File: src/hw/irqls_pkg.sv
// Purpose: Shared constants for the request latch and share select block
// Assumes: 32-bit Avalon-MM data, one register per aligned word
// Notes:   Register indices are word indices; byte address is four times
package irqls_pkg;

  // ==========================================================
  // Register indices (byte address = index * 4)
  localparam logic [11:0] IRQLS_IDX_PERIPH = 12'hfc0; // Peripheral pending
  localparam logic [11:0] IRQLS_IDX_PIN = 12'hfc3;    // Port pin pending
  localparam logic [11:0] IRQLS_IDX_CTRL = 12'hfcb;   // Global enable
  localparam logic [11:0] IRQLS_IDX_SEL = 12'hfce;    // Shared select

  // ==========================================================
  // Bus geometry
  localparam int IRQLS_ADDR_W = 14;                   // Byte address width
  localparam int IRQLS_DATA_W = 32;                   // Bus data width

  // ==========================================================
  // Field positions
  localparam int IRQLS_PIN7_LOWVOLT_BIT = 7;          // Shared line seven
  localparam int IRQLS_PIN6_COMPARE_BIT = 6;          // Shared line six
  localparam int IRQLS_SERIAL_RX_BIT = 4;             // Serial receiver
  localparam int IRQLS_SERIAL_TX_BIT = 3;             // Serial transmitter
  localparam int IRQLS_CONVERTER_BIT = 0;             // Converter
  localparam int IRQLS_GLOBAL_EN_BIT = 0;             // Vectored mode enable

  // ==========================================================
  // Writable masks; other bits read as zero
  localparam logic [7:0] IRQLS_PIN_MASK = 8'hff;
  localparam logic [7:0] IRQLS_PERIPH_MASK = 8'h19;
  localparam logic [7:0] IRQLS_SEL_MASK = 8'hc0;
  localparam logic [7:0] IRQLS_CTRL_MASK = 8'h01;

  // ==========================================================
  // Reset values
  localparam logic [7:0] IRQLS_PIN_RST = 8'h00;
  localparam logic [7:0] IRQLS_PERIPH_RST = 8'h00;
  localparam logic [7:0] IRQLS_SEL_RST = 8'h00;
  localparam logic [7:0] IRQLS_CTRL_RST = 8'h00;

  // ==========================================================
  // Acknowledge selector: 0..7 pin bits, 8..15 peripheral bits
  localparam logic [3:0] IRQLS_ACK_PERIPH_BASE = 4'h8;

endpackage

File: src/hw/irqls_sync.sv
// Purpose: Two flip-flop synchroniser for a group of pin inputs
// Assumes: Inputs are asynchronous to clk_in
// Notes:   First stage is read only by the second stage
module irqls_sync #(
  parameter int WIDTH = 8
) (
  // Clock and reset
  input wire logic clk_in,
  input wire logic rst_n_in,
  // Asynchronous levels in, synchronised levels out
  input wire logic [WIDTH-1:0] async_in,
  output logic [WIDTH-1:0] sync_out
);

  // ==========================================================
  // Synchroniser stages
  logic [WIDTH-1:0] meta_r;   // First stage, may be metastable
  logic [WIDTH-1:0] sync_r;   // Second stage, safe to use
  logic [WIDTH-1:0] meta_nxt;
  logic [WIDTH-1:0] sync_nxt;

  // Next values: plain shift
  always_comb begin
    meta_nxt = async_in;
    sync_nxt = meta_r;
  end

  // Registers
  always_ff @(posedge clk_in or negedge rst_n_in) begin
    if (!rst_n_in) begin
      meta_r <= '0;
      sync_r <= '0;
    end else begin
      meta_r <= meta_nxt;
      sync_r <= sync_nxt;
    end
  end

  assign sync_out = sync_r;

endmodule

File: src/hw/irqls_top.sv
// Purpose: Latches peripheral and port pin requests, selects shared lines
// Assumes: Avalon-MM slave on clk_in, core acknowledge on the same clock
// Notes:   Pin sources pass a two-stage synchroniser, then edge detect
//          A pin already high at reset release reads as a new edge
//          Writes replace a register, so software may raise a request
//          Byte lane 0 gates writes; reads ignore the byte enables
module irqls_top
  import irqls_pkg::*;
#(
  parameter int PIN_COUNT = 8
) (
  // Clock and reset
  input wire logic clk_in,
  input wire logic rst_n_in,
  // Avalon-MM slave
  input wire logic [IRQLS_ADDR_W-1:0] avs_address_in,
  input wire logic avs_read_in,
  input wire logic avs_write_in,
  input wire logic [IRQLS_DATA_W-1:0] avs_writedata_in,
  input wire logic [3:0] avs_byteenable_in,
  output logic [IRQLS_DATA_W-1:0] avs_readdata_out,
  output logic avs_waitrequest_out,
  // Asynchronous request sources
  input wire logic [PIN_COUNT-1:0] port_pin_in,
  input wire logic low_voltage_detector_in,
  input wire logic compare_in,
  // Same-clock peripheral request pulses
  input wire logic serial_rx_req_in,
  input wire logic serial_tx_req_in,
  input wire logic converter_req_in,
  // Processor core side
  input wire logic core_ack_in,
  input wire logic [3:0] core_ack_sel_in,
  output logic core_irq_out,
  output logic [7:0] pin_request_pending_out,
  output logic [7:0] peripheral_request_pending_out
);

  // ==========================================================
  // Functions

  // Word index from a byte address
  // Only whole words are decoded; the two low bits are ignored
  function automatic logic [11:0] word_index(
    input logic [IRQLS_ADDR_W-1:0] addr
  );
    word_index = addr[IRQLS_ADDR_W-1:2];
  endfunction

  // One-hot clear mask for an acknowledge aimed at one register
  // Selector bit 3 picks the register, bits 2..0 the bit
  function automatic logic [7:0] ack_mask(
    input logic ack,
    input logic [3:0] sel,
    input logic upper
  );
    ack_mask = 8'h00;
    if (ack && (sel[3] == upper)) begin
      ack_mask[sel[2:0]] = 1'b1;
    end
  endfunction

  // ==========================================================
  // Synchronised pin sources
  // All shared sources take the same path, so switching a line
  // never mixes a synchronised level with a raw one
  logic [PIN_COUNT+1:0] src_sync; // Pins, low-voltage, comparator

  irqls_sync #(
    .WIDTH(PIN_COUNT + 2)
  ) u_sync (
    .clk_in(clk_in),
    .rst_n_in(rst_n_in),
    .async_in({compare_in, low_voltage_detector_in, port_pin_in}),
    .sync_out(src_sync)
  );

  // ==========================================================
  // State declarations
  // Every register here except waitreq_r, which resets high, resets to zero
  logic [7:0] pin_pending_r;        // Port pin request register
  logic [7:0] pin_pending_nxt;
  logic [7:0] periph_pending_r;     // Peripheral request register
  logic [7:0] periph_pending_nxt;
  logic [7:0] share_select_r;       // Shared source select
  logic [7:0] share_select_nxt;
  logic [7:0] ctrl_r;               // Global enable
  logic [7:0] ctrl_nxt;
  logic [7:0] line_prev_r;          // Previous request line levels
  logic [7:0] line_prev_nxt;
  logic waitreq_r;                  // Bus wait request
  logic waitreq_nxt;
  logic [IRQLS_DATA_W-1:0] rdata_r; // Read data
  logic [IRQLS_DATA_W-1:0] rdata_nxt;
  logic irq_r;                      // Request to core
  logic irq_nxt;

  // Combinational helpers
  logic [7:0] req_line;             // Request lines after selection
  logic [7:0] pin_set;              // Rising edges this cycle
  logic [7:0] periph_set;           // Peripheral pulses this cycle
  logic [11:0] idx;                 // Word index of the access
  logic wr_take;                    // Write completes this edge
  logic wr_lane0;                   // Low byte lane enabled

  // ==========================================================
  // Request line selection and edge detection
  always_comb begin
    req_line = '0;
    req_line[5:0] = src_sync[5:0];
    // Pin 7 or the low-voltage detector
    if (share_select_r[IRQLS_PIN7_LOWVOLT_BIT]) begin
      req_line[7] = src_sync[PIN_COUNT];
    end else begin
      req_line[7] = src_sync[7];
    end
    // Pin 6 or the comparator
    if (share_select_r[IRQLS_PIN6_COMPARE_BIT]) begin
      req_line[6] = src_sync[PIN_COUNT+1];
    end else begin
      req_line[6] = src_sync[6];
    end
    line_prev_nxt = req_line;
    // Edge after the mux, so a select change can itself fire
    // Hazard: software must quiet the request before switching;
    // the block itself does not mask the switch
    pin_set = req_line & ~line_prev_r;
  end

  // Previous line levels
  // Reset to zero, the idle level of every source, so no false
  // edge appears after reset while the pins stay low
  always_ff @(posedge clk_in or negedge rst_n_in) begin
    if (!rst_n_in) begin
      line_prev_r <= 8'h00;
    end else begin
      line_prev_r <= line_prev_nxt;
    end
  end

  // ==========================================================
  // Bus decode
  // Peripheral pulses come from this clock and need no synchroniser
  always_comb begin
    idx = word_index(avs_address_in);
    wr_take = avs_write_in && !waitreq_r;
    wr_lane0 = avs_byteenable_in[0];
    periph_set = 8'h00;
    periph_set[IRQLS_SERIAL_RX_BIT] = serial_rx_req_in;
    periph_set[IRQLS_SERIAL_TX_BIT] = serial_tx_req_in;
    periph_set[IRQLS_CONVERTER_BIT] = converter_req_in;
  end

  // ==========================================================
  // Pending and configuration registers, next values
  always_comb begin
    pin_pending_nxt = pin_pending_r;
    periph_pending_nxt = periph_pending_r;
    share_select_nxt = share_select_r;
    ctrl_nxt = ctrl_r;
    // Software write: zero clears, one sets a pending bit
    if (wr_take && wr_lane0) begin
      unique case (idx)
        IRQLS_IDX_PIN: begin
          pin_pending_nxt = avs_writedata_in[7:0] & IRQLS_PIN_MASK;
        end
        IRQLS_IDX_PERIPH: begin
          // Reserved bits held at zero whatever is written
          periph_pending_nxt = avs_writedata_in[7:0]
                               & IRQLS_PERIPH_MASK;
        end
        IRQLS_IDX_SEL: begin
          // Low six bits are dropped; software should write zero
          share_select_nxt = avs_writedata_in[7:0]
                             & IRQLS_SEL_MASK;
        end
        IRQLS_IDX_CTRL: begin
          ctrl_nxt = avs_writedata_in[7:0] & IRQLS_CTRL_MASK;
        end
        default: begin
          // Unmapped word: write ignored
        end
      endcase
    end
    // Core acknowledge clears one bit
    // Order matters: write, then acknowledge, then hardware set
    pin_pending_nxt = pin_pending_nxt
                      & ~ack_mask(core_ack_in, core_ack_sel_in,
                                  1'b0);
    periph_pending_nxt = periph_pending_nxt
                         & ~ack_mask(core_ack_in, core_ack_sel_in,
                                     1'b1);
    // New requests applied last so a set beats any clear
    pin_pending_nxt = pin_pending_nxt | pin_set;
    periph_pending_nxt = periph_pending_nxt
                         | periph_set;
  end

  // Pending and configuration registers
  // Reset values come from the package so software sees zeros
  always_ff @(posedge clk_in or negedge rst_n_in) begin
    if (!rst_n_in) begin
      pin_pending_r <= IRQLS_PIN_RST;
      periph_pending_r <= IRQLS_PERIPH_RST;
      share_select_r <= IRQLS_SEL_RST;
      ctrl_r <= IRQLS_CTRL_RST;
    end else begin
      pin_pending_r <= pin_pending_nxt;
      periph_pending_r <= periph_pending_nxt;
      share_select_r <= share_select_nxt;
      ctrl_r <= ctrl_nxt;
    end
  end

  // ==========================================================
  // Core request: only in vectored mode; polling reads the bits
  // Registered, so the request lags the pending bits by a cycle;
  // the core must tolerate one stale request after an acknowledge
  always_comb begin
    irq_nxt = ctrl_r[IRQLS_GLOBAL_EN_BIT]
              && ((|pin_pending_r) || (|periph_pending_r));
  end

  // Core request register
  // Cleared by reset so no request reaches the core early
  always_ff @(posedge clk_in or negedge rst_n_in) begin
    if (!rst_n_in) begin
      irq_r <= 1'b0;
    end else begin
      irq_r <= irq_nxt;
    end
  end

  // ==========================================================
  // Avalon handshake: one wait cycle, then a single low cycle
  // Trade-off: read data leave a register, at the cost of two
  // cycles for every transfer, back to back included
  always_comb begin
    waitreq_nxt = 1'b1;
    rdata_nxt = rdata_r;
    if ((avs_read_in || avs_write_in) && waitreq_r) begin
      // Request seen: answer next cycle with data already stable
      waitreq_nxt = 1'b0;
      rdata_nxt = '0;
      if (avs_read_in) begin
        unique case (idx)
          IRQLS_IDX_PIN: begin
            rdata_nxt[7:0] = pin_pending_r;
          end
          IRQLS_IDX_PERIPH: begin
            rdata_nxt[7:0] = periph_pending_r;
          end
          IRQLS_IDX_SEL: begin
            rdata_nxt[7:0] = share_select_r;
          end
          IRQLS_IDX_CTRL: begin
            rdata_nxt[7:0] = ctrl_r;
          end
          default: begin
            // Unmapped word reads zero
            rdata_nxt = '0;
          end
        endcase
      end
    end
  end

  // Bus response registers
  // Wait request idles high so a request is never met early
  always_ff @(posedge clk_in or negedge rst_n_in) begin
    if (!rst_n_in) begin
      waitreq_r <= 1'b1;
      rdata_r <= '0;
    end else begin
      waitreq_r <= waitreq_nxt;
      rdata_r <= rdata_nxt;
    end
  end

  // ==========================================================
  // Outputs, all straight from flip-flops
  // Pending copies let the core see requests without a bus read
  assign avs_readdata_out = rdata_r;
  assign avs_waitrequest_out = waitreq_r;
  assign core_irq_out = irq_r;
  assign pin_request_pending_out = pin_pending_r;
  assign peripheral_request_pending_out = periph_pending_r;

endmodule

File: config.mk
export PLATFORM = sky130hd
export DESIGN_NAME = irqls_top
export DESIGN_NICKNAME = d
export VERILOG_FILES = /design/src/hw/irqls_pkg.sv /design/src/hw/irqls_sync.sv /design/src/hw/irqls_top.sv
export SDC_FILE = /design/constraint.sdc
export NUM_CORES = 1
export LEC_CHECK = 0
export BUFFER_PORTS_ARGS = -buffer_cell sky130_fd_sc_hd__buf_2
export CAP_MARGIN = 20
export CORE_MARGIN = 2
export CORE_UTILIZATION = 45
export DETAILED_ROUTE_END_ITERATION = 16
export PLACE_DENSITY = 0.79
export SETUP_SLACK_MARGIN = 0.2
export SLEW_MARGIN = 0
export SYNTH_ARGS = -nofsm -noshare
export SYNTH_HDL_FRONTEND = slang
export SYNTH_SLANG_ARGS = --single-unit
File: constraint.sdc
create_clock -name clk_in -period 1.93 [get_ports clk_in]
set_input_delay 0.386 -clock clk_in [delete_from_list [all_inputs] [get_ports clk_in]]
set_output_delay 0.386 -clock clk_in [all_outputs]
set_load 0.005 [all_outputs]
==> results of run 1 <==
[state kept, by name, indices dropped and copies added (netlist names)]
| signal | count |
|---|---|
| pin_request_pending_out | 8 |
| u_sync.meta_r | 10 |
| avs_readdata_out | 8 |
| line_prev_r | 8 |
| share_select_r | 2 |
| core_irq_out | 1 |
| peripheral_request_pending_out | 8 |
| ctrl_r | 1 |
| u_sync.sync_out | 10 |
| avs_waitrequest_out | 1 |
[kinds of logic (layout without fill, tap and decap cells)]
group,count (synthesis),after routing,share of synthesized area [%]
buffers and inverters,33,101,8.83
other,1,24,0.154
AO/OA/AOI/OAI,38,38,10.2
AND/OR/NAND/NOR,57,57,14.9
multiplexers,17,17,7.29
flip-flops,57,57,58.6
[how the worst max path moves through the flow]
stage                        startpoint  cells after the start  slack, ns                                 to
floorplan             avs_address_in[3]                      4       0.24  peripheral_request_pending_out[0]
global placement      avs_address_in[3]                      6       0.11  peripheral_request_pending_out[0]
global route        avs_waitrequest_out                      5       0.31         pin_request_pending_out[5]
finish              avs_waitrequest_out                      5       0.40         pin_request_pending_out[3]
detailed placement    avs_address_in[3]                      6       0.09  peripheral_request_pending_out[0]
CTS                 avs_waitrequest_out                      5       0.38         pin_request_pending_out[3]
[timing repair]
action	CTS	global route
resized for setup	0	0
endpoints found under the hold margin	9	0
hold buffers	1	0
[routing by layer]
metal,up-vias,routed length (um),global-route usage (%)
li1,852,-,-
met1,832,2020,21.4
met2,84,2260,25.8
met3,13,389,5.12
met4,0,112,9.46
met5,-,0,0
[Yosys cell counts]
| cell | number |
|---|---|
| o21bai_1 | 3 |
| and3b_1 | 2 |
| nand4_2 | 1 |
| nor2b_1 | 1 |
| nand2b_1 | 4 |
| o21ba_2 | 1 |
| o31ai_1 | 1 |
| o21ai_0 | 12 |
| nor3_1 | 6 |
| nor3b_1 | 1 |
| a32oi_1 | 1 |
| a41oi_1 | 1 |
| buf_4 | 24 |
| dfstp_2 | 1 |
| nand4bb_1 | 2 |
| conb_1 | 1 |
| nor3_2 | 1 |
| nor4_1 | 4 |
| dfrtp_1 | 56 |
| inv_1 | 8 |
| nor2_1 | 14 |
| nor4_4 | 2 |
| nand3_1 | 2 |
| mux2_2 | 6 |
| a22o_1 | 2 |
| nand3b_1 | 3 |
| or4_4 | 1 |
| nor4b_2 | 1 |
| a22oi_1 | 7 |
| clkbuf_2 | 1 |
| or3b_2 | 1 |
| o221ai_1 | 1 |
| o21ai_1 | 3 |
| mux2i_1 | 11 |
| nand2_1 | 10 |
| nand4_1 | 1 |
| o22ai_1 | 6 |
[final cells by class]
class | count | area [sq um]
flip-flops and latches | 57 | 1430
clock inverters | 4 | 20.0
multi-input cells | 136 | 880
clock buffers | 12 | 135
repair buffers | 77 | 435
inverters | 8 | 30.0
well taps | 70 | 87.6
fillers | 437 | 2160
[report_power, final]
part | internal, mW | leakage, nW | switching, mW
logic | 0.0768 | 0.667 | 0.103
registers | 1.24 | 0.675 | 0.0258
clock network | 0.457 | 0.0839 | 0.418
total | 1.77 | 1.43 | 0.547
[metrics by stage]
| stage | instances | total power [mW] | setup WS (ns) |
|---|---|---|---|
| 6_report | 364 | 2.32 | 0.398 |
| 5_1_grt | 364 | 2.44 | 0.309 |
| 4_1_cts | 364 | 2.35 | 0.380 |
| 3_5_place_dp | 347 | 1.47 | 0.0942 |
| 3_3_place_gp | 347 | 1.46 | 0.109 |
| 2_1_floorplan | 226 | 1.38 | 0.242 |
[critical path, cell delays in order (launching register included)]
cell,delay [ns]
dfstp_2,0.38
nand3b_1,0.25
nor4_4,0.32
buf_12,0.18
mux2i_1,0.20
o22ai_1,0.08
==> results, run 1 <==
- The run finished with clean final reports.
- The repair_antennas step left the layout with diodes totalling 0.
- The number of max-slew violations in the final report came to 0.
- The launch instance of the worst register-to-register path is avs_waitrequest_out.
- In this run, the number of DRC markers left after iteration 0 of detailed routing was 81.
- The count of cell types in the netlist is 37.
- The die is 77.6 um tall.
- Along the worst hold path, the cell count comes to 1.
- The cell area after placement is 2850 sq um.
- The power density relative to cell area is 770 nW/um^2.
- The worst pin sits at a relative slew slack of 61.0%.
- In this run the cell area of the synthesized design comes to 2440 sq um.
- The die width is 77.6 um.
- The pin slew with the least headroom to its limit is 0.582 ns.
- The number of vias in the routed layout is 1781.
- The top cell type's share of synthesized area is 57.5%.
- The largest net degree at the start of global routing is 25.
- Measured in cells, the most critical reg-to-reg path has a length of 5.
- Once detailed placement completed, the half-perimeter wirelength came to 3680 um.
- The worst path uses 79.4% of the clock period.
- The reg-to-reg endpoint is pin_request_pending_out[3].
- For this run the aggregate overflow at the end of global routing stands at 0.
- The post-synthesis cell type with the largest combined area is dfrtp_1.
- The number of flip-flops and latches in the synthesized netlist is 57.
- After detailed routing, the number of vias per cell comes to 4.89.
- The clock root buffer is clkbuf_8.
- For this design the top-level I/O count stands at 122.
- Along the worst path, the maximum fanout reaches 8.
- The required time of the critical path is 2.14 ns.
- The number of port buffers is 68.
- The shortest clock period the worst path allows after layout is 1.53 ns.
- The fraction of the core area covered by cells at the end of the flow is 58.3%.
- TritonCTS built the clock tree.
- The first global-routing pass estimated 7920 um of wire.
- Before antenna repair, the detailed router went through 5 iterations.
- The weighted congestion at the end of routability-driven global placement is 0.873.
- The critical path data arrival time is 1.74 ns.
- The core region is 5170 sq um.
- The H-tree was split into 3 levels.
- The type of element launching the critical path is a register.
- By startpoint and endpoint, the worst setup path is classified as reg -> reg.
- The count of clock tree sinks is 57.
- After the last flow step, the layout net total stands at 361.
- The number of warning messages in the yosys log is 0.
- The final hold violation count came to 0.
- The clock latency on the worst-skew pair is 0.32 ns.
- Sorting the synthesized cells by area gives the leading types as dfrtp_1 (58%), buf_4 (7.4%), mux2i_1 (4.5%).
- On the final layout, the worst clock skew is 0.00531 ns.
- Hold is met by 0.164 ns.
- Summed over all cells, the static leakage comes to 1.43 nW.
- Counting the buffers created by CTS gives 9.
- The library cell used most frequently in the layout, excluding fill and tap cells, is buf_2.
- The via count of the first global-routing pass is 1720.
- The number of setup buffers added after CTS is 0.
- Summed over all failing endpoints, the final setup total negative slack is 0 ns.
- A synthesized cell averages 12.0 sq um.
- The category of the worst setup path capture point is a register.
- The initial standard-cell utilization of the core is 47.1%.
- Leaving out fill and tap cells, the most frequent cells in the layout are buf_2 (68), dfrtp_1 (56), conb_1 (24).
- The hold path startpoint is port_pin_in[3].
- The antenna violation net count after detailed routing is 0.
- The die footprint is 6020 sq um.
- Cells with a size suffix above 1 make up 35.4% of the layout.
- The clock-pin slew on the worst setup and hold paths is 0.06 ns.
- The initialized floorplan defines 26 standard-cell rows.
- Setup repair after global routing left no endpoint under its margin.
- The reg-to-reg setup timing slack is 0.40 ns.
- The number of antenna violations at the first check in global routing is 0.
- Dividing the detail-routed wire length by the instance count gives 13.1 um.
- The kind of path behind the tightest hold check is in -> reg.
- The max-capacitance violation count is 0.
- The post-route cell area is 3020 sq um.
- The post-detailed-route DRC marker count is 0.
- The hold-critical path endpoint is u_sync.meta_r[3].
- Setup violations remaining at the end of the flow were counted as 0.
- The maximum vdd ir drop is 0.422 mV.
- Across every metal layer, demand over resource in global routing totals 16.9%.
- The cell count after synthesis is 203.
- Counting along the longest clock path gives a buffer depth of 2.
- Of the synthesized area, sequential elements account for 58.6%.
- Derived from the worst setup path, the maximum achievable clock frequency is 0.653 GHz.
- Relative to the synthesized area, the layout overhead comes to 23.8%.
- The final wirelength is 4780 um.
Note: power is estimated with default switching activity, not from simulation.
==> run 2, diff against run 1 <==
Settings changed: CORE_UTILIZATION 45 to 41, PLACE_DENSITY 0.79 to 0.76.
Clock period 1.93 ns to 1.4 ns, I/O delays scaled along.
==> results, run 2 (same netlist as run 1, synthesis figures left out) <==
- The worst setup path is captured at a register.
- The first-pass iteration count of the detailed router is 5 (unchanged).
- Grouping stages by cell kind, the critical path spends the most delay in simple AND/OR/NAND/NOR gates.
- The total CTS buffers is 9 (unchanged).
- The minimum setup slack after placement is -0.305 ns (-0.399 ns).
- The peak fanout along the critical path was 8 (unchanged).
- The number of diodes was 0 (unchanged).
- The library cell used most frequently in the layout, excluding fill and tap cells, is buf_2.
- The power density relative to cell area is 1110 nW/um^2 (+44%).
- The clock latency on the worst-skew pair came to 0.33 ns (about the same).
- The setup slack of the critical path after layout is -0.0507 ns (-0.449 ns).
- The weighted congestion at the end of routability-driven global placement is 0.839 (-4.0%).
- The antenna violation net count after detailed routing was 0 (unchanged).
- The maximum clock path buffer count is 2 (unchanged).
- The first-pass GRT wire length came to 8240 um (+4.0%).
- The max-capacitance violation count is 0 (unchanged).
- The number of antenna violations at the first check in global routing is 0 (unchanged).
- The number of vias in the routed layout is 1898 (+6.6%).
- The die footprint was 6570 sq um (+9.2%).
- The placed wire-length estimate came to 3890 um (+5.8%).
- The chip height came to 81.1 um (+4.5%).
- The setup path with the least slack is of type reg -> reg.
- The clock-pin slew on the worst setup and hold paths is 0.06 ns (about the same).
- The global-route usage over all layers is 17.1% (+0.22 points).
- The die width is 81.1 um (+4.5%).
- The number of buffers and inverters on the critical path is 1 (unchanged).
- The required time of the critical path is 1.61 ns (-0.53 ns).
- The run finished, with violations left.
- The kind of path behind the tightest hold check is in -> reg.
- The highest attainable clock frequency is 0.689 GHz (+5.6%).
- The TritonCTS clock tree is yes.
- The cell count after placement came to 361 (+4.0%).
- The root buffer cell chosen for the clock tree is clkbuf_8.
- The core outline area was 5820 sq um (+12%).
- The critical path data arrival time is 1.66 ns (-0.08 ns).
- The post-route fraction of the period consumed by the critical path is 104% (+24 points).
- The count of placed standard cells in the final layout, fillers left out is 393 (+8.0%).
- The total number of placement rows is 28 (+7.7%).
- The via count of the first global-routing pass is 1698 (-1.3%).
- The routed wire length per instance came to 14.2 um (+8.5%).
- The signed area change from the synthesized netlist to the final layout is 40.0%.
- The type of element launching the critical path is a register.
- The worst slack on hold paths was 0.0518 ns (-0.112 ns).
- The initial standard-cell utilization of the core was 41.9% (-5.2 points).
- The delay contributed by the slowest stage of the critical path came to 0.37 ns (about the same).
- The signal on the critical path passes through nand3b_1 -> nor4_4 -> buf_12 -> mux2i_1 -> o21ai_1.
- The total congestion overflow is 0 (unchanged).
- The maximum level of the CTS H-tree was 3 (unchanged).
- The top cell types in the final layout, fill and taps aside, are buf_2 (65), dfrtp_1 (55), buf_4 (27).
- The final wirelength is 5600 um (+17%).
- The number of nets in the final layout came to 385 (+6.6%).
- The violation count after the first detailed-route iteration was 119 (+47%).
- The shortest clock period the worst path allows after layout is 1.45 ns (-0.0808 ns).
- Setup repair after global routing could not meet its margin everywhere.
- The number of port buffers came to 68 (unchanged).
- The total leakage power came to 1.60 nW (+12%).
- The final worst clock skew is 0.00536 ns (+0.0000413 ns).
- The final reports fail on setup timing.
- The via-per-instance ratio is 4.83 (-1.3%).
- The relative slew slack came to 59.9% (-1.1 points).
- The pin slew with the least headroom to its limit is 0.597 ns (+0.0157 ns).
- The post-detailed-route DRC marker count is 0 (unchanged).
- The layout filler cell count is 490 (+12%).
- The largest net degree at the start of global routing is 48 (+92%).
- The number of top-level pins is 122 (unchanged).
- The final hold violation count was 0 (unchanged).
- The fraction of layout cells with a size suffix above 1 is 46.9% (+11 points).
- Among all stages on the critical path, the largest delay is contributed by dfstp_2.
- The maximum vdd ir drop was 0.655 mV (+55%).
- The number of max-slew violations in the final report is 0 (unchanged).
- The count of clock tree sinks came to 57 (unchanged).
- The final-report setup violation count is 13 (+13).
-- run 2: what timing repair did --
item | 4_1_cts | 5_1_grt
endpoints found under the hold margin | 9 | 0
gates resized for setup | 16 | 19
setup buffers | 6 | 9
pin swaps | 10 | 2
endpoints found under the setup margin | 33 | 42
hold buffers | 1 | 0
-- run 2: cell type report --
type	count	area, sq um	area share (%)
inverters	8	30.0	0.881
multi-input cells	136	978	28.7
repair buffers	101	649	19.0
well taps	75	93.8	2.75
clock inverters	5	77.6	2.28
clock buffers	11	151	4.44
flip-flops and latches	57	1430	41.9
-- run 2: path summary, 6_finish.rpt --
kind	from	slack [ns]	depth (start not counted)	end
max in group asynchronous	rst_n_in	0.51	3	pin_request_pending_out[5]
worst min register to register	u_sync.meta_r[4]	0.35	0	u_sync.sync_out[4]
worst max register to register	avs_waitrequest_out	-0.05	5	pin_request_pending_out[6]
min in group asynchronous	rst_n_in	0.36	2	avs_readdata_out[1]
worst min-delay path	port_pin_in[7]	0.05	1	u_sync.meta_r[7]
worst max-delay path	avs_waitrequest_out	-0.05	5	pin_request_pending_out[6]
-- run 2: metal layers --
| metal | vias up | GRT usage, % | wire [um] |
|---|---|---|---|
| met5 | - | 0 | 0 |
| met4 | 0 | 8.81 | 120 |
| met3 | 15 | 4.89 | 376 |
| met1 | 903 | 21.8 | 2240 |
| li1 | 904 | - | - |
| met2 | 76 | 26.7 | 2860 |
-- run 2: metrics by stage --
step           utilization [%]  power, mW  area, sq um  setup TNS (ns)
2_1_floorplan                -       1.91         2560           -2.41
3_3_place_gp              50.7       2.03         2950           -4.39
3_5_place_dp              50.7       2.05         2950           -4.76
4_1_cts                   56.2       3.80         3270          -0.284
5_1_grt                   58.6       3.96         3410           -1.55
6_report                  58.6       3.77         3410          -0.329
-- run 2: where the power goes --
part           switching (mW)  leakage [nW]  internal, mW
clock                   0.626         0.115          1.09
combinational           0.170         0.807         0.145
sequential             0.0291         0.675          1.71
==> run 3, diff against run 2 <==
Settings changed: CORE_MARGIN 2 to 10.
==> results, run 3 (same netlist as run 1, synthesis figures left out) <==
- The power spent charging and discharging nets is 832 uW (+0.87%).
- The worst setup path is launched from a register.
- The power density relative to cell area is 1060 nW/um^2 (-4.1%).
- The length in cells of the worst reg-to-reg path is 5 (unchanged).
- The worst slack on hold paths is 0.0509 ns (-0.000984 ns).
- The number of diodes came to 0 (unchanged).
- The worst hold path belongs to the class in -> reg.
- The critical path in this run is classified as reg -> reg.
- The standard cell with the maximum stage delay on the critical path is dfstp_2.
- The maximum vdd ir drop is 0.521 mV (-20%).
- The number of buffers and inverters on the critical path is 1 (unchanged).
- The via-per-instance ratio came to 5.04 (+4.4%).
- The final hold violation count is 0 (unchanged).
- The highest attainable clock frequency was 0.662 GHz (-3.9%).
- The final reports fail on setup timing.
- The first-pass GRT wire length is 10100 um (+23%).
- The via count of the first global-routing pass came to 2013 (+19%).
- The core outline area came to 5850 sq um (+0.60%).
- The maximum clock path buffer count is 2 (unchanged).
- The antenna violation net count after detailed routing is 0 (unchanged).
- The peak fanout along the critical path is 8 (unchanged).
- The minimum setup slack after placement was -0.311 ns (-0.00619 ns).
- The final-report setup violation count is 12 (-1).
- The number of vias in the routed layout is 2001 (+5.4%).
- The cell count after placement came to 362 (+0.28%).
- The total CTS buffers was 9 (unchanged).
- The final total power is 3.65 mW (-3.1%).
- The post-detailed-route DRC marker count was 0 (unchanged).
- The signed area change from the synthesized netlist to the final layout is 41.3%.
- The total leakage power came to 1.61 nW (+0.89%).
- The category of the worst setup path capture point is a register.
- The weighted congestion at the end of routability-driven global placement is 0.839 (unchanged).
- The cell sitting at the root of the clock tree is a clkbuf_8.
- The shortest clock period the worst path allows after layout is 1.51 ns (+0.0592 ns).
- The final worst clock skew came to 0.00910 ns (+0.00374 ns).
- The total number of placement rows is 28 (unchanged).
- The global-route usage over all layers is 13.5% (-3.6 points).
- The maximum level of the CTS H-tree is 3 (unchanged).
- The violation count after the first detailed-route iteration is 127 (+6.7%).
- The combinational share of power was 8.9% (+0.6 points).
- The flow ran to the end, but the final reports show violations.
- The final wirelength is 6830 um (+22%).
- The count of clock tree sinks was 57 (unchanged).
- The placed wire-length estimate is 4660 um (+20%).
- The clock latency on the worst-skew pair came to 0.34 ns (about the same).
- TritonCTS built the clock tree.
- The die width is 97.1 um (+20%).
- The number of top-level pins is 122 (unchanged).
- The proportion of power drawn by flip-flops and latches was 47.6% (+1.5 points).
- The count of placed standard cells in the final layout, fillers left out was 397 (+1.0%).
- The internal power was 2.82 mW (-4.3%).
- The first-pass iteration count of the detailed router is 5 (unchanged).
- The delay contributed by the slowest stage of the critical path was 0.37 ns (about the same).
- The initial standard-cell utilization of the core came to 41.6% (-0.25 points).
- The largest net degree at the start of global routing is 58 (+21%).
- The chip height is 97.1 um (+20%).
- The clock share of power was 43.5% (-2.0 points).
- The max-capacitance violation count is 0 (unchanged).
- Setup repair after global routing could not meet its margin everywhere.
- The top cell types in the final layout, fill and taps aside, are buf_2 (68), dfrtp_1 (56), buf_4 (31).
- The pin slew with the least headroom to its limit came to 0.627 ns (+0.0293 ns).
- The signal on the critical path passes through nand3b_1 -> nor4_4 -> buf_12 -> mux2i_1 -> o22ai_1.
- The number of port buffers is 68 (unchanged).
- The clock-pin slew on the worst setup and hold paths is 0.06 ns (about the same).
- The die footprint is 9420 sq um (+43%).
- The number of nets in the final layout is 389 (+1.0%).
- The required time of the critical path is 1.60 ns (about the same).
- The gate family responsible for the most delay along the worst path is simple AND/OR/NAND/NOR gates.
- The post-route fraction of the period consumed by the critical path is 108% (+4.2 points).
- The net switching fraction of the power is 22.8% (+0.90 points).
- The fraction of the core area covered by cells at the end of the flow is 58.8% (+0.20 points).
- The setup slack of the critical path after layout is -0.110 ns (-0.0592 ns).
- The critical path data arrival time is 1.71 ns (+0.05 ns).
- The fraction of layout cells with a size suffix above 1 is 48.1% (+1.3 points).
- The cell depth of the worst setup path came to 5 (unchanged).
- The number of antenna violations at the first check in global routing was 0 (unchanged).
- The library cell used most frequently in the layout, excluding fill and tap cells, is buf_2.
- The worst hold path stage count is 1 (unchanged).
- The number of max-slew violations in the final report is 0 (unchanged).
- The total congestion overflow came to 0 (unchanged).
- The relative slew slack was 57.9% (-2.0 points).
- The routed wire length per instance was 17.2 um (+21%).
run 3: area by class of cell:
class | instances | area, sq um
timing repair buffer | 105 | 661
fill | 477 | 2410
tap | 75 | 93.8
clock buffer | 14 | 173
clock inverter | 2 | 35.0
multi-input combinational | 136 | 1020
sequential | 57 | 1430
inverter | 8 | 30.0
run 3: per-stage QoR:
step                TNS [ns]  area, sq um
detailed placement     -5.12         2960
global placement       -4.20         2960
floorplan              -2.41         2560
finish                -0.659         3440
CTS                   -0.739         3260
global route           -1.62         3440
run 3: power groups by stage:
| stage | combinational, mW | clock (mW) | sequential, mW |
|---|---|---|---|
| floorplan | 0.145 | 0 | 1.77 |
| global placement | 0.267 | 0 | 1.77 |
| detailed placement | 0.275 | 0 | 1.77 |
| CTS | 0.304 | 1.61 | 1.74 |
| global route | 0.360 | 1.70 | 1.74 |
| finish | 0.326 | 1.59 | 1.74 |
run 3: per-layer routing:
metal	track usage [%]	part of all wire [%]
met4	8.17	2.7
met1	15.0	39
met5	0	0
met3	6.61	8.3
met2	20.5	50
run 3: path summary, 6_finish.rpt:
path	to	start	slack [ns]
hold reg to reg	u_sync.sync_out[1]	u_sync.meta_r[1]	0.35
hold / removal	u_sync.meta_r[5]	port_pin_in[5]	0.05
min in group asynchronous	core_irq_out	rst_n_in	0.49
setup / recovery	pin_request_pending_out[4]	avs_waitrequest_out	-0.11
max in group asynchronous	avs_waitrequest_out	rst_n_in	0.64
setup reg to reg	pin_request_pending_out[4]	avs_waitrequest_out	-0.11
run 3: what timing repair did:
action | 4_1_cts | 5_1_grt
hold endpoints to repair | 56 | 0
setup buffers | 7 | 11
pin swaps | 3 | 2
hold buffers | 1 | 0
resized for setup | 9 | 31
endpoints found under the setup margin | 33 | 38
run 3: worst reg2reg max path, stage by stage (launching register included):
cell and delay (ns):
dfstp_2 0.37, nand3b_1 0.26, nor4_4 0.24, buf_12 0.18, mux2i_1 0.21, o22ai_1 0.11
